`src/core/seq_pkg.sv`:
```
// shared constants and types for the instruction sequencer
package seq_pkg;
    // program counter and data widths
    localparam int PC_W    = 11;
    localparam int DATA_W  = 8;
    localparam int SP_W    = 2;
    // return stack levels
    localparam int STACK_LEVELS          = 4;
    localparam logic [2:0] STACK_FULL    = 3'h4;
    localparam logic [2:0] STACK_EMPTY   = 3'h0;
    localparam logic [SP_W-1:0] SP_TOP   = 2'h0;
    localparam logic [SP_W-1:0] SP_STEP  = 2'h1;
    localparam logic [2:0] DEPTH_STEP    = 3'h1;
    // pc reset value and increment
    localparam logic [PC_W-1:0] RESET_VECTOR = 11'h000;
    localparam logic [PC_W-1:0] PC_STEP      = 11'h001;
    // register port offsets
    localparam logic [7:0] ADDR_PCL    = 8'h00;
    localparam logic [7:0] ADDR_STATUS = 8'h01;
    // status register bit positions
    localparam int STAT_PEND  = 0;
    localparam int STAT_OVF   = 1;
    localparam int STAT_DUMMY = 2;
    localparam logic [7:0] ZERO_BYTE = 8'h00;

    // the four phases of one instruction cycle
    typedef enum logic [1:0] {PH_T1, PH_T2, PH_T3, PH_T4} phase_type;
    // instruction class from the external decoder
    typedef enum logic [2:0] {
        I_NORMAL, I_ALU, I_JUMP, I_CALL, I_RET, I_INTERRUPT_RETURN, I_SKIP
    } iclass_type;
    // alu operations
    typedef enum logic [3:0] {
        ALU_ADD, ALU_ADC, ALU_SUB, ALU_SBC, ALU_DAA, ALU_AND, ALU_OR,
        ALU_XOR, ALU_CPL, ALU_RR, ALU_RRC, ALU_RL, ALU_RLC, ALU_INC, ALU_DEC
    } alu_op_type;
    // decoded instruction in execution
    typedef struct packed {
        iclass_type        iclass;
        logic [PC_W-1:0]   target;
        logic              skip_taken;
        alu_op_type        op;
        logic [DATA_W-1:0] a;
        logic [DATA_W-1:0] b;
        logic              carry_in;
        logic              to_mem;
    } instr_type;
    // alu result with flags
    typedef struct packed {
        logic              valid;
        logic              to_mem;
        logic [DATA_W-1:0] data;
        logic              carry;
        logic              aux;
        logic              zero;
        logic              ovf;
    } alu_out_type;
endpackage : seq_pkg

```
`src/core/cpu_fetch_sequencer_stack.sv`:
```
// instruction sequencer: phases, program counter, prefetch and return stack
//
// Notes on behaviour
// RQ1 - four phases form one instruction cycle
// RQ2 - pc advances and fetch happens in first phase
// RQ3 - fetch overlaps execution, one cycle each
// RQ4 - jumps and calls take two instruction cycles
// RQ5 - pc increments by one per instruction
// RQ6 - branches, interrupts, reset load pc directly
// RQ7 - taken skip discards prefetch, dummy cycle follows
// RQ8 - pc is 11 bits, low byte visible
// RQ9 - low byte write jumps within page, dummy
// RQ10 - four level stack, hidden from software
// RQ11 - call/interrupt push pc, returns pop it
// RQ12 - reset points stack pointer at top
// RQ13 - full stack holds interrupt until return
// RQ14 - call still executes on a full stack
// RQ15 - alu writes result and status flags
// RQ16 - alu offers arithmetic, logic, rotate, step ops
// RQ17 - overflowing call wraps, overwrites oldest entry
`timescale 1ns/1ps
`default_nettype none
module cpu_fetch_sequencer_stack (
    // clock and reset
    input  wire logic                          i_clk_sys,
    input  wire logic                          i_sys_rst,
    // program memory fetch
    output logic      [seq_pkg::PC_W-1:0]      o_prog_addr,
    output logic                               o_fetch,
    output seq_pkg::phase_type                 o_phase,
    output logic                               o_dummy_cycle,
    // decoded instruction under execution
    input  wire seq_pkg::instr_type            i_instr,
    // interrupt request and acknowledge
    input  wire logic                          i_int_req,
    input  wire logic [seq_pkg::PC_W-1:0]      i_int_vector,
    output logic                               o_int_ack,
    output logic                               o_stack_overflow,
    // alu result
    output seq_pkg::alu_out_type               o_alu,
    // register port
    input  wire logic [7:0]                    i_reg_addr,
    input  wire logic [seq_pkg::DATA_W-1:0]    i_reg_wdata,
    input  wire logic                          i_reg_wr,
    input  wire logic                          i_reg_rd,
    output logic      [seq_pkg::DATA_W-1:0]    o_reg_rdata
);
    import seq_pkg::*;

    // whole sequencer state
    typedef struct packed {
        phase_type         phase;       // current phase
        logic [PC_W-1:0]   pc;          // next fetch address
        logic [PC_W-1:0]   fetch_addr;  // address of prefetched word
        logic              fetch;       // fetch strobe
        logic              dummy;       // execution slot is void
        logic              int_pend;    // latched interrupt request
        logic              int_ack;     // acknowledge pulse
        logic              pcl_pend;    // low byte write waiting
        logic [DATA_W-1:0] pcl_val;     // value written to low byte
        logic [SP_W-1:0]   sp;          // next free stack slot
        logic [2:0]        depth;       // occupied levels
        logic              ovf;         // overflow pulse
        alu_out_type       alu;         // registered alu result
        logic [DATA_W-1:0] rdata;       // register read data
    } state_type;

    state_type         st;         // registered state
    state_type         next_st;    // next state
    logic [PC_W-1:0]   pop_data;   // stack top read data
    logic              push;       // stack write this cycle
    logic [DATA_W-1:0] alu_data;   // alu result data
    logic              alu_carry;  // alu carry flag
    logic              alu_aux;    // alu half carry flag
    logic              alu_ovf;    // alu overflow flag
    logic              exec;       // live execution in last phase
    logic              pcl_wr;     // low byte write strobe

    // stack storage, hidden from the register port
    stack_mem u_stack (                                            // [RQ10]
        .i_clk_sys (i_clk_sys),
        .i_sys_rst (i_sys_rst),
        .i_wr      (push),
        .i_wr_addr (st.sp),
        .i_wr_data (st.fetch_addr),
        .i_rd_addr (st.sp - SP_STEP),
        .o_rd_data (pop_data)
    );

    // operation unit for alu class instructions
    alu_unit u_alu (                                               // [RQ16]
        .i_op    (i_instr.op),
        .i_a     (i_instr.a),
        .i_b     (i_instr.b),
        .i_carry (i_instr.carry_in),
        .o_data  (alu_data),
        .o_carry (alu_carry),
        .o_aux   (alu_aux),
        .o_ovf   (alu_ovf)
    );

    // execution happens in the last phase unless the slot is dummy
    assign exec   = (st.phase == PH_T4) && !st.dummy;
    assign pcl_wr = i_reg_wr && (i_reg_addr == ADDR_PCL);

    // next state of the whole sequencer
    always_comb begin
        next_st         = st;
        next_st.fetch   = 1'b0;
        next_st.int_ack = 1'b0;
        next_st.ovf     = 1'b0;
        next_st.alu     = '0;
        push            = 1'b0;
        // phase sequencer, wraps every four clocks
        case (st.phase)                                            // [RQ1]
            PH_T1:   next_st.phase = PH_T2;
            PH_T2:   next_st.phase = PH_T3;
            PH_T3:   next_st.phase = PH_T4;
            PH_T4:   next_st.phase = PH_T1;
            default: next_st.phase = PH_T1;
        endcase
        // fetch the next word and step the pc in the first phase
        if (st.phase == PH_T1) begin
            next_st.fetch_addr = st.pc;                            // [RQ2] [RQ3]
            next_st.fetch      = 1'b1;
            next_st.pc         = st.pc + PC_STEP;                  // [RQ5]
        end
        // latch interrupt request; set wins over ack clear
        if (i_int_req) begin
            next_st.int_pend = 1'b1;                               // [RQ13]
        end
        // hold a low byte write until the last phase
        if (pcl_wr) begin
            next_st.pcl_pend = 1'b1;
            next_st.pcl_val  = i_reg_wdata;
        end
        // last phase: execute, then settle the next slot
        if (st.phase == PH_T4) begin
            next_st.dummy = 1'b0;
            if (exec) begin
                case (i_instr.iclass)
                    I_JUMP: begin
                        // load target; prefetched word voided
                        next_st.pc    = i_instr.target;            // [RQ6]
                        next_st.dummy = 1'b1;                      // [RQ4]
                    end
                    I_CALL: begin
                        // push return address even when full
                        push          = 1'b1;                      // [RQ11] [RQ14]
                        next_st.sp    = st.sp + SP_STEP;           // [RQ17]
                        next_st.pc    = i_instr.target;            // [RQ6]
                        next_st.dummy = 1'b1;                      // [RQ4]
                        if (st.depth == STACK_FULL) begin
                            next_st.ovf = 1'b1;                    // [RQ17]
                        end else begin
                            next_st.depth = st.depth + DEPTH_STEP;
                        end
                    end
                    I_RET, I_INTERRUPT_RETURN: begin
                        // restore pc from the stack top
                        next_st.pc    = pop_data;                  // [RQ11]
                        next_st.dummy = 1'b1;
                        next_st.sp    = st.sp - SP_STEP;
                        if (st.depth != STACK_EMPTY) begin
                            next_st.depth = st.depth - DEPTH_STEP;
                        end
                    end
                    I_SKIP: begin
                        // taken skip voids the prefetched word
                        if (i_instr.skip_taken) begin
                            next_st.dummy = 1'b1;                  // [RQ7]
                        end
                    end
                    I_ALU: begin
                        // register result and flags
                        next_st.alu.valid  = 1'b1;                 // [RQ15]
                        next_st.alu.to_mem = i_instr.to_mem;
                        next_st.alu.data   = alu_data;
                        next_st.alu.carry  = alu_carry;
                        next_st.alu.aux    = alu_aux;
                        next_st.alu.zero   = (alu_data == ZERO_BYTE);
                        next_st.alu.ovf    = alu_ovf;
                    end
                    default: begin
                        // plain instruction, pc already stepped
                        next_st.dummy = 1'b0;
                    end
                endcase
            end
            // low byte write jumps inside the current page
            if (st.pcl_pend || pcl_wr) begin
                next_st.pc = {st.pc[PC_W-1:DATA_W],
                              pcl_wr ? i_reg_wdata : st.pcl_val};  // [RQ8] [RQ9]
                next_st.dummy    = 1'b1;                           // [RQ9]
                next_st.pcl_pend = 1'b0;
            end else if (exec && st.int_pend && (st.depth != STACK_FULL)
                         && (i_instr.iclass == I_NORMAL || i_instr.iclass == I_ALU
                             || (i_instr.iclass == I_SKIP && !i_instr.skip_taken))) begin
                // interrupt entry: push prefetched address, load vector
                push             = 1'b1;                           // [RQ11]
                next_st.sp       = st.sp + SP_STEP;
                next_st.depth    = st.depth + DEPTH_STEP;
                next_st.pc       = i_int_vector;                   // [RQ6]
                next_st.dummy    = 1'b1;
                next_st.int_ack  = 1'b1;
                next_st.int_pend = i_int_req;                      // [RQ13]
            end
        end
        // register read port, data one cycle later
        next_st.rdata = ZERO_BYTE;
        if (i_reg_rd) begin
            case (i_reg_addr)
                ADDR_PCL: next_st.rdata = st.pc[DATA_W-1:0];       // [RQ8]
                ADDR_STATUS: begin
                    next_st.rdata[STAT_PEND]  = st.int_pend;
                    next_st.rdata[STAT_OVF]   = st.ovf;
                    next_st.rdata[STAT_DUMMY] = st.dummy;
                end
                default: next_st.rdata = ZERO_BYTE;
            endcase
        end
    end

    // register the state; reset loads vector and empties stack
    always_ff @(posedge i_clk_sys) begin
        if (i_sys_rst) begin
            st       <= '0;
            st.phase <= PH_T1;
            st.pc    <= RESET_VECTOR;                              // [RQ6]
            st.dummy <= 1'b1;
            st.sp    <= SP_TOP;                                    // [RQ12]
            st.depth <= STACK_EMPTY;
        end else begin
            st <= next_st;
        end
    end

    // outputs straight from the state register
    assign o_prog_addr      = st.fetch_addr;
    assign o_fetch          = st.fetch;
    assign o_phase          = st.phase;
    assign o_dummy_cycle    = st.dummy;
    assign o_int_ack        = st.int_ack;
    assign o_stack_overflow = st.ovf;
    assign o_alu            = st.alu;
    assign o_reg_rdata      = st.rdata;
endmodule : cpu_fetch_sequencer_stack
`default_nettype wire

```
`src/core/stack_mem.sv`:
```
// four-entry return address memory with registered read
`timescale 1ns/1ps
`default_nettype none
module stack_mem (
    // clock and reset
    input  wire logic                      i_clk_sys,
    input  wire logic                      i_sys_rst,
    // write side
    input  wire logic                      i_wr,
    input  wire logic [seq_pkg::SP_W-1:0]  i_wr_addr,
    input  wire logic [seq_pkg::PC_W-1:0]  i_wr_data,
    // read side
    input  wire logic [seq_pkg::SP_W-1:0]  i_rd_addr,
    output logic      [seq_pkg::PC_W-1:0]  o_rd_data
);
    import seq_pkg::*;

    // whole state: entries and read register
    typedef struct packed {
        logic [STACK_LEVELS-1:0][PC_W-1:0] mem;
        logic [PC_W-1:0]                   rd;
    } mem_state_type;

    mem_state_type st;       // registered state
    mem_state_type next_st;  // next state

    // write one entry, read another into the register
    always_comb begin
        next_st = st;
        if (i_wr) begin
            next_st.mem[i_wr_addr] = i_wr_data;
        end
        next_st.rd = st.mem[i_rd_addr];
    end

    // register the state
    always_ff @(posedge i_clk_sys) begin
        if (i_sys_rst) begin
            st <= '0;
        end else begin
            st <= next_st;
        end
    end

    assign o_rd_data = st.rd;
endmodule : stack_mem
`default_nettype wire

```
`src/core/alu_unit.sv`:
```
// 8-bit arithmetic and logic unit with status flags
`timescale 1ns/1ps
`default_nettype none
module alu_unit (
    // operation and operands
    input  wire seq_pkg::alu_op_type            i_op,
    input  wire logic [seq_pkg::DATA_W-1:0]     i_a,
    input  wire logic [seq_pkg::DATA_W-1:0]     i_b,
    input  wire logic                           i_carry,
    // result and flags
    output logic      [seq_pkg::DATA_W-1:0]     o_data,
    output logic                                o_carry,
    output logic                                o_aux,
    output logic                                o_ovf
);
    import seq_pkg::*;

    // combinational operation select
    always_comb begin
        logic [DATA_W:0] sum;  // nine-bit sum with carry
        logic [4:0]      low;  // nibble sum for aux carry
        sum     = '0;
        low     = '0;
        o_data  = i_a;
        o_carry = i_carry;
        o_aux   = 1'b0;
        o_ovf   = 1'b0;
        case (i_op)
            ALU_ADD, ALU_ADC: begin
                // add, optionally with carry
                sum = {1'b0, i_a} + {1'b0, i_b} + {8'h00, (i_op == ALU_ADC) & i_carry};
                low = {1'b0, i_a[3:0]} + {1'b0, i_b[3:0]}
                    + {4'h0, (i_op == ALU_ADC) & i_carry};
                o_data  = sum[DATA_W-1:0];
                o_carry = sum[DATA_W];
                o_aux   = low[4];
                o_ovf   = (i_a[7] == i_b[7]) && (o_data[7] != i_a[7]);
            end
            ALU_SUB, ALU_SBC: begin
                // subtract; carry set means no borrow
                sum = {1'b0, i_a} + {1'b0, ~i_b}
                    + {8'h00, (i_op == ALU_SUB) | i_carry};
                low = {1'b0, i_a[3:0]} + {1'b0, ~i_b[3:0]}
                    + {4'h0, (i_op == ALU_SUB) | i_carry};
                o_data  = sum[DATA_W-1:0];
                o_carry = sum[DATA_W];
                o_aux   = low[4];
                o_ovf   = (i_a[7] != i_b[7]) && (o_data[7] != i_a[7]);
            end
            ALU_DAA: begin
                // decimal adjust of the accumulator
                sum = {1'b0, i_a};
                if (i_a[3:0] > 4'h9) begin
                    sum = sum + 9'h006;
                end
                if ((sum[7:4] > 4'h9) || i_carry || sum[8]) begin
                    sum = sum + 9'h060;
                end
                o_data  = sum[DATA_W-1:0];
                o_carry = sum[DATA_W] | i_carry;
            end
            ALU_AND: o_data = i_a & i_b;             // logic and
            ALU_OR:  o_data = i_a | i_b;             // logic or
            ALU_XOR: o_data = i_a ^ i_b;             // logic xor
            ALU_CPL: o_data = ~i_a;                  // complement
            ALU_RR:  o_data = {i_a[0], i_a[7:1]};    // rotate right
            ALU_RL:  o_data = {i_a[6:0], i_a[7]};    // rotate left
            ALU_RRC: begin
                // rotate right through carry
                o_data  = {i_carry, i_a[7:1]};
                o_carry = i_a[0];
            end
            ALU_RLC: begin
                // rotate left through carry
                o_data  = {i_a[6:0], i_carry};
                o_carry = i_a[7];
            end
            ALU_INC: o_data = i_a + 8'h01;           // increment
            ALU_DEC: o_data = i_a - 8'h01;           // decrement
            default: o_data = i_a;                   // pass through
        endcase
    end
endmodule : alu_unit
`default_nettype wire

```
`config.mk`:
```
export PLATFORM = sky130hd
export DESIGN_NAME = cpu_fetch_sequencer_stack
export DESIGN_NICKNAME = d
export VERILOG_FILES = /design/src/core/seq_pkg.sv /design/src/core/cpu_fetch_sequencer_stack.sv /design/src/core/stack_mem.sv /design/src/core/alu_unit.sv
export SDC_FILE = /design/constraint.sdc
export NUM_CORES = 1
export LEC_CHECK = 0
export ABC_AREA = 1
export BUFFER_PORTS_ARGS = -buffer_cell sky130_fd_sc_hd__buf_2
export CORE_ASPECT_RATIO = 1.4
export CORE_MARGIN = 4
export CORE_UTILIZATION = 55
export DETAILED_ROUTE_END_ITERATION = 16
export HOLD_SLACK_MARGIN = 0.06
export PLACE_DENSITY = 0.75
export REMOVE_ABC_BUFFERS = 1
export SLEW_MARGIN = 40
export SYNTH_ARGS = -nofsm -noshare
export SYNTH_HDL_FRONTEND = slang
export SYNTH_SLANG_ARGS = --single-unit
export TNS_END_PERCENT = 1
```
`constraint.sdc`:
```
create_clock -name i_clk_sys -period 6.1 [get_ports i_clk_sys]
set_input_delay 0.61 -clock i_clk_sys [delete_from_list [all_inputs] [get_ports i_clk_sys]]
set_output_delay 0.61 -clock i_clk_sys [all_outputs]
set_load 0.05 [all_outputs]
```
Word-level counts from Yosys, hierarchy flattened
Index checks and enable logic that the tools add are counted.
Cells by class
  add/subtract/negate cells: 17
  order comparisons: 5
  eq/ne operators: 31
  multiplexer cells: 46
  bitwise logic cells: 15
  reductions and logical operators: 33
Operator list (count)
  8-bit case mux with 13 select lines: 1
  11-bit two-way mux: 6
  9-bit two-way mux: 5
  44-bit bitwise mux: 1
  4-bit equality test (second input constant): 7
  23-bit two-way mux: 1
  11-bit binary-select mux with 2-bit select: 1
  11-bit demux with 2-bit select: 1
  11-bit case mux with 2 select lines: 1
  20-bit two-way mux: 1
  8-bit by 8-bit adder with 9-bit output: 2
  9-bit by 1-bit adder with 9-bit output: 2
  4-bit by 3-bit equality test with 1-bit output (second input constant): 4
  8-bit logical NOT: 2
  8-bit NOT: 2
  14-bit two-way mux: 1
  3-bit equality test (second input constant): 4
  1-bit two-way mux: 12
  3-bit two-way mux: 4
  4-bit OR reduction: 3
  11-bit by 1-bit adder with 11-bit output (second input constant): 1
  4-bit by 4-bit adder with 5-bit output: 2
  5-bit by 1-bit adder with 5-bit output: 2
  5-bit two-way mux: 2
  45 further kinds: 79
Word-level totals
  register bits after elaboration: 120
  input port bits: 69

Longest topological paths before layout
  depth after elaboration: 14
  depth in mapped cells: 19

Hierarchy
A second synthesis with hierarchy kept.
Unflattened totals
  cells, all modules: 1318
  area, all modules: 8265.4 um2
Modules (own cells, without submodules)
  cpu_fetch_sequencer_stack: instances 1, cells an instance 554, area an instance 3613.5 um2
  stack_mem: instances 1, cells an instance 364, area an instance 2429.8 um2
  alu_unit: instances 1, cells an instance 400, area an instance 2222.1 um2

Least setup slack after synthesis
Ideal clock, no wire load.
  kind: input port to flip-flop
  start point: in i_instr[20] (netlist name)
  end point: reg st (netlist bit o_alu[1])
  library setup time: 0.064 ns
  arrival: 2.492 ns
  data required time: 6.036 ns
  setup slack: 3.544 ns
  cell stages on the path: 16
  cell sequence: inv_1 -> nand2_1 -> inv_1 -> nand4_1 -> fa_1 -> inv_1 -> fa_1 -> nand2_1 -> nand3_1 -> nor2_1 -> nand2_1 -> a21oi_1 -> nand3_1 -> nor2_1 -> nand3_1 -> nor2_1
Between the ends
  word-level cells in the longest chain between the ends: 5
RTL lines
  from (decl): RTL line cpu_fetch_sequencer_stack.sv:33  | input wire seq_pkg::instr_type i_instr,
  4-bit by 2-bit equality test with 1-bit output / 4-bit by 1-bit equality test with 1-bit output (equally long branches): RTL line alu_unit.sv:28, alu_unit.sv:42, alu_unit.sv:31
  1-bit bitwise OR / 1-bit bitwise AND (equally long branches): RTL line alu_unit.sv:42, alu_unit.sv:31
  9-bit by 1-bit adder with 9-bit output, on equally long branches: RTL line alu_unit.sv:42, alu_unit.sv:31
  8-bit case mux with 13 select lines *: RTL line alu_unit.sv:28  | case (i_op)
  8-bit logical NOT *: RTL line cpu_fetch_sequencer_stack.sv:181  | next_st.alu.zero = (alu_data == ZERO_BYTE);
  to (signal assigned): RTL line cpu_fetch_sequencer_stack.sv:234  | st <= next_st;
  to (decl): RTL line cpu_fetch_sequencer_stack.sv:68  | state_type st;
Mark *: on every way between the ends. The rest lies on a longest branch, timed or not.
A chain may end at the register's enable or synchronous reset.

Worst setup path in the final report
  start point: reg st (netlist bit o_phase[1])
  end point: reg u_stack.st[22] (netlist name)
Between the ends
  word-level cells in the longest chain between the ends: 8
RTL lines
  2-bit equality test *: RTL line cpu_fetch_sequencer_stack.sv:103, cpu_fetch_sequencer_stack.sv:138
  1-bit logical AND: RTL line cpu_fetch_sequencer_stack.sv:103  | assign exec = (st.phase == PH_T4) && !st.dummy;
  1-bit logical AND (2 in series): RTL line cpu_fetch_sequencer_stack.sv:196  | end else if (exec && st.int_pend && (st.depth != STACK_FULL)
  1-bit logical AND: RTL line cpu_fetch_sequencer_stack.sv:197  | && (i_instr.iclass == I_NORMAL || i_instr.iclass == I_ALU
  1-bit two-way mux: RTL line cpu_fetch_sequencer_stack.sv:196
  1-bit two-way mux: RTL line cpu_fetch_sequencer_stack.sv:191  | if (st.pcl_pend || pcl_wr) begin
  1-bit two-way mux *: RTL line cpu_fetch_sequencer_stack.sv:138  | if (st.phase == PH_T4) begin
  to (signal assigned): RTL line stack_mem.sv:41  | st <= next_st;
  to (decl): RTL line stack_mem.sv:24  | mem_state_type st;
Marks and branches as above.

==> flow_results.xml <==
<?xml version="1.0" encoding="UTF-8"?>
<metrics>
  <group name="sta">
    <metric name="setup_repair_after_global_routing_missed_its_margin" unit="">false</metric>
    <metric name="fin_tns_setup" unit="ns">0</metric>
    <metric name="clock-skew-final" unit="ns">0.00734</metric>
    <metric name="setup_ws" unit="ns">3.28</metric>
    <metric name="max_freq" unit="MHz">355</metric>
    <metric name="slew_headroom" unit="%">50.5</metric>
    <metric name="timing.final.hold_violations" unit="">0</metric>
    <metric name="period_minus_slack" unit="ns">2.82</metric>
    <metric name="max_slew.worst_pin.slew" unit="ns">0.742</metric>
    <metric name="hold_slack" unit="ns">0.401</metric>
    <metric name="slew_viol_final" unit="">0</metric>
    <metric name="post-route-period-util" unit="%">46.2</metric>
    <metric name="setup_viols_final" unit="">0</metric>
  </group>
  <group name="die">
    <metric name="die_height" unit="µm">150</metric>
    <metric name="die_area" unit="mm²">0.0163</metric>
    <metric name="io_count" unit="">108</metric>
    <metric name="core" unit="mm²">0.0140</metric>
    <metric name="chipWidth" unit="µm">109</metric>
    <metric name="initial_utilization" unit="%">56.4</metric>
    <metric name="rows" unit="">51</metric>
  </group>
  <group name="finish">
    <metric name="mostFrequentLayoutCells" unit="">220 x sky130_fd_sc_hd__nand2_1, 143 x sky130_fd_sc_hd__nor2_1, 130 x sky130_fd_sc_hd__inv_1</metric>
    <metric name="design_area_final" unit="mm²">0.00878</metric>
    <metric name="final_common_cell" unit="">sky130_fd_sc_hd__nand2_1</metric>
    <metric name="post_route_cells_drive_above_1_share" unit="%">14.9</metric>
    <metric name="area_delta_synth_final" unit="%">11.4</metric>
    <metric name="layout.filler_cells" unit="">1310</metric>
    <metric name="antenna-diode-count" unit="">0</metric>
    <metric name="nNetsFinal" unit="">1322</metric>
  </group>
  <group name="clock_network">
    <metric name="cell_at_the_root_of_the_clock_tree" unit="">sky130_fd_sc_hd__clkbuf_16</metric>
    <metric name="h_tree_level_count" unit="">4</metric>
    <metric name="cts.reportedPaths.clkPinSlew" unit="ns">0.06</metric>
    <metric name="clock_tree.buffer_depth" unit="">2</metric>
    <metric name="postCtsSetupBuffers" unit="">0</metric>
    <metric name="clk-insertion-delay-late" unit="ns">0.42</metric>
    <metric name="clock_sinks" unit="">120</metric>
    <metric name="postCtsResizedCells" unit="">0</metric>
    <metric name="cts_buffers" unit="">17</metric>
    <metric name="cts_hold_repair.buffers" unit="">0</metric>
    <metric name="cts_tree" unit="">done</metric>
  </group>
  <group name="worst_hold_path">
    <metric name="hold_class" unit="">in2reg</metric>
  </group>
  <group name="global_route">
    <metric name="antenna_violations_before_repair" unit="">0</metric>
    <metric name="grt_max_degree" unit="">54</metric>
    <metric name="gr-total-overflow" unit="">0</metric>
    <metric name="first_global_vias" unit="">7478</metric>
    <metric name="groute.usage.overall" unit="%">28.8</metric>
    <metric name="grt_pass1_wl" unit="µm">36600</metric>
  </group>
  <group name="job">
    <metric name="max_cap_violations" unit="">0</metric>
  </group>
  <group name="critical_path">
    <metric name="cp_startpoint_kind" unit="">flop</metric>
    <metric name="cp-end-kind" unit="">flop</metric>
    <metric name="timing.critical_path.fanout_max" unit="">22</metric>
    <metric name="crit_arrival" unit="ns">3.16</metric>
    <metric name="worstPathRequired" unit="ns">6.44</metric>
    <metric name="timing_worst_setup_path_type" unit="">reg2reg</metric>
  </group>
  <group name="synthesis">
    <metric name="flip_flop_and_latch_count_after_synthesis" unit="">120</metric>
    <metric name="synth-seq-area-share" unit="%">30.5</metric>
    <metric name="syn_area_per_cell" unit="µm²">6.85</metric>
    <metric name="synthesis.instances" unit="">1150</metric>
    <metric name="synthesis_warning_total" unit="">0</metric>
    <metric name="syn-cell-area" unit="mm²">0.00788</metric>
    <metric name="netlist-cell-type-count" unit="">49</metric>
    <metric name="synth-async-reset-ratio" unit="%">0</metric>
    <metric name="ys_flop_type" unit="">sky130_fd_sc_hd__dfxtp_1</metric>
    <metric name="synth_enable_flop_cells" unit="">0</metric>
  </group>
  <group name="pwr">
    <metric name="cellLeakagePower" unit="µW">0.00411</metric>
    <metric name="max-vdd-ir-drop" unit="mV">0.203</metric>
    <metric name="power.total" unit="µW">2140</metric>
    <metric name="power_density" unit="mW/mm²">244</metric>
  </group>
  <group name="drt">
    <metric name="detail_route.wl_per_cell" unit="µm">16.5</metric>
    <metric name="detail_route.wirelength" unit="µm">23100</metric>
    <metric name="vias" unit="">7746</metric>
    <metric name="drtIter0Drc" unit="">386</metric>
    <metric name="ant_nets" unit="">0</metric>
    <metric name="route.detailed.vias_per_inst" unit="">5.53</metric>
    <metric name="first_pass_iters" unit="">5</metric>
    <metric name="drt_drc_violations_left" unit="">0</metric>
  </group>
  <group name="place">
    <metric name="globalplace.congestion" unit="">0.992</metric>
    <metric name="dp_hpwl" unit="µm">17800</metric>
    <metric name="preCtsSetupSlack" unit="ns">2.95</metric>
    <metric name="numPortBuffers" unit="">107</metric>
    <metric name="placed_cell_area" unit="mm²">0.00816</metric>
  </group>
  <group name="status">
    <metric name="result_of_the_run" unit="">finished, final reports clean</metric>
  </group>
</metrics>
[final timing paths]
kind / startpoint / end / slack, ns / cells after the start
setup / recovery: o_phase[1] / u_stack.st[22] / 3.28 / 11
hold reg to reg: o_stack_overflow / o_reg_rdata[1] / 0.47 / 2
setup reg to reg: o_phase[1] / u_stack.st[22] / 3.28 / 11
hold / removal: i_int_req / st[38] / 0.40 / 3
[flip-flops by register name, indices dropped and copies added, names as in the netlist]
signal             cells
o_phase                2
o_fetch                1
st                    26
o_dummy_cycle          1
o_prog_addr           11
u_stack.st            44
u_stack.o_rd_data     11
o_stack_overflow       1
o_int_ack              1
o_reg_rdata            8
o_alu                 14
[kinds of logic (layout without fill, tap and decap cells)]
logic type               after synthesis  in the layout  share of synthesized area (%)
AND/OR/NAND/NOR                      491            491                           27.7
AO/OA/AOI/OAI                        266            266                           19.1
buffers and inverters                210            275                           12.8
flip-flops                           120            120                           30.5
adder cells (fa/ha/maj)               50             50                           8.42
XOR/XNOR                              12             12                           1.33
multiplexers                           1              1                          0.127
[per-layer routing]
metal	wire, µm	track usage (%)
met2	11500	51.0
met3	1250	5.09
met1	8460	29.4
met4	1840	22.1
met5	0	0
[synthesized netlist by cell type, types with 2 or more instances]
library cell                instances  area share, %
sky130_fd_sc_hd__nor2_4             5           0.71
sky130_fd_sc_hd__o21ai_0           64            4.1
sky130_fd_sc_hd__nor3_1             3           0.19
sky130_fd_sc_hd__o21bai_1           2           0.19
sky130_fd_sc_hd__dfxtp_1          120             30
sky130_fd_sc_hd__a221oi_1           2           0.22
sky130_fd_sc_hd__ha_1              45            7.1
sky130_fd_sc_hd__a21oi_2            6           0.67
sky130_fd_sc_hd__nand2_2            3           0.24
sky130_fd_sc_hd__o21ai_1           38            2.4
sky130_fd_sc_hd__nor2_1           144            6.9
sky130_fd_sc_hd__nor2_2             4           0.32
sky130_fd_sc_hd__xnor2_1            2           0.22
sky130_fd_sc_hd__inv_2              2          0.095
sky130_fd_sc_hd__nand3_1           71            4.5
sky130_fd_sc_hd__a22oi_1            3           0.29
sky130_fd_sc_hd__xor2_1            10            1.1
sky130_fd_sc_hd__nand4_1           24            1.9
sky130_fd_sc_hd__nand2_1          220             10
sky130_fd_sc_hd__a31oi_1            5           0.40
sky130_fd_sc_hd__o211ai_1           9           0.86
sky130_fd_sc_hd__clkbuf_1          16           0.76
sky130_fd_sc_hd__a21oi_1           98            6.2
sky130_fd_sc_hd__nor2_8             4            1.0
sky130_fd_sc_hd__fa_1               5            1.3
sky130_fd_sc_hd__inv_1            130            6.2
sky130_fd_sc_hd__buf_6              9            1.3
sky130_fd_sc_hd__o22ai_1           16            1.3
sky130_fd_sc_hd__a22o_1             9            1.0
sky130_fd_sc_hd__o221ai_1           3           0.33
sky130_fd_sc_hd__buf_2              9           0.57
sky130_fd_sc_hd__buf_4             38            3.6
sky130_fd_sc_hd__nand2_4            2           0.29
sky130_fd_sc_hd__o2111ai_1          2           0.22
sky130_fd_sc_hd__buf_1              2          0.095
sky130_fd_sc_hd__o21ai_2            2           0.22
sky130_fd_sc_hd__clkinv_1           3           0.14
sky130_fd_sc_hd__or2_2              8           0.64
sky130_fd_sc_hd__a211oi_1           2           0.19
[worst max-delay path: stages (launching register included)]
cell,delay (ns)
sky130_fd_sc_hd__dfxtp_1,0.38
sky130_fd_sc_hd__ha_1,0.53
sky130_fd_sc_hd__inv_4,0.15
sky130_fd_sc_hd__nor2_8,0.16
sky130_fd_sc_hd__nand2_2,0.08
sky130_fd_sc_hd__nor2_4,0.10
sky130_fd_sc_hd__nand2_4,0.14
sky130_fd_sc_hd__nor2_8,0.27
sky130_fd_sc_hd__nor2_8,0.09
sky130_fd_sc_hd__nor2_4,0.51
sky130_fd_sc_hd__o21ai_0,0.17
sky130_fd_sc_hd__a21oi_1,0.16
[final cells by class]
type	count	area, µm²	area share [%]
clock buffer	17	425	4.84
timing repair buffer	108	543	6.18
clock inverter	14	196	2.24
multi-input combinational	820	4470	50.9
sequential	120	2400	27.4
inverter	136	513	5.84
tap	185	231	2.64
[where the power goes]
group	switching, µW	leakage [µW]	total [µW]	internal (µW)
registers	8.13	0.000968	801	792
clock network	362	0.000297	1050	684
logic	204	0.00285	297	93.3
total	574	0.00411	2140	1570
[through the flow]
step	instances	utilization (%)
finish	1400	62.8
detailed placement	1369	58.4
floorplan	1076	-
CTS	1400	62.8
global route	1400	62.8
global placement	1369	58.4
Power figures use the tool's default switching activity.
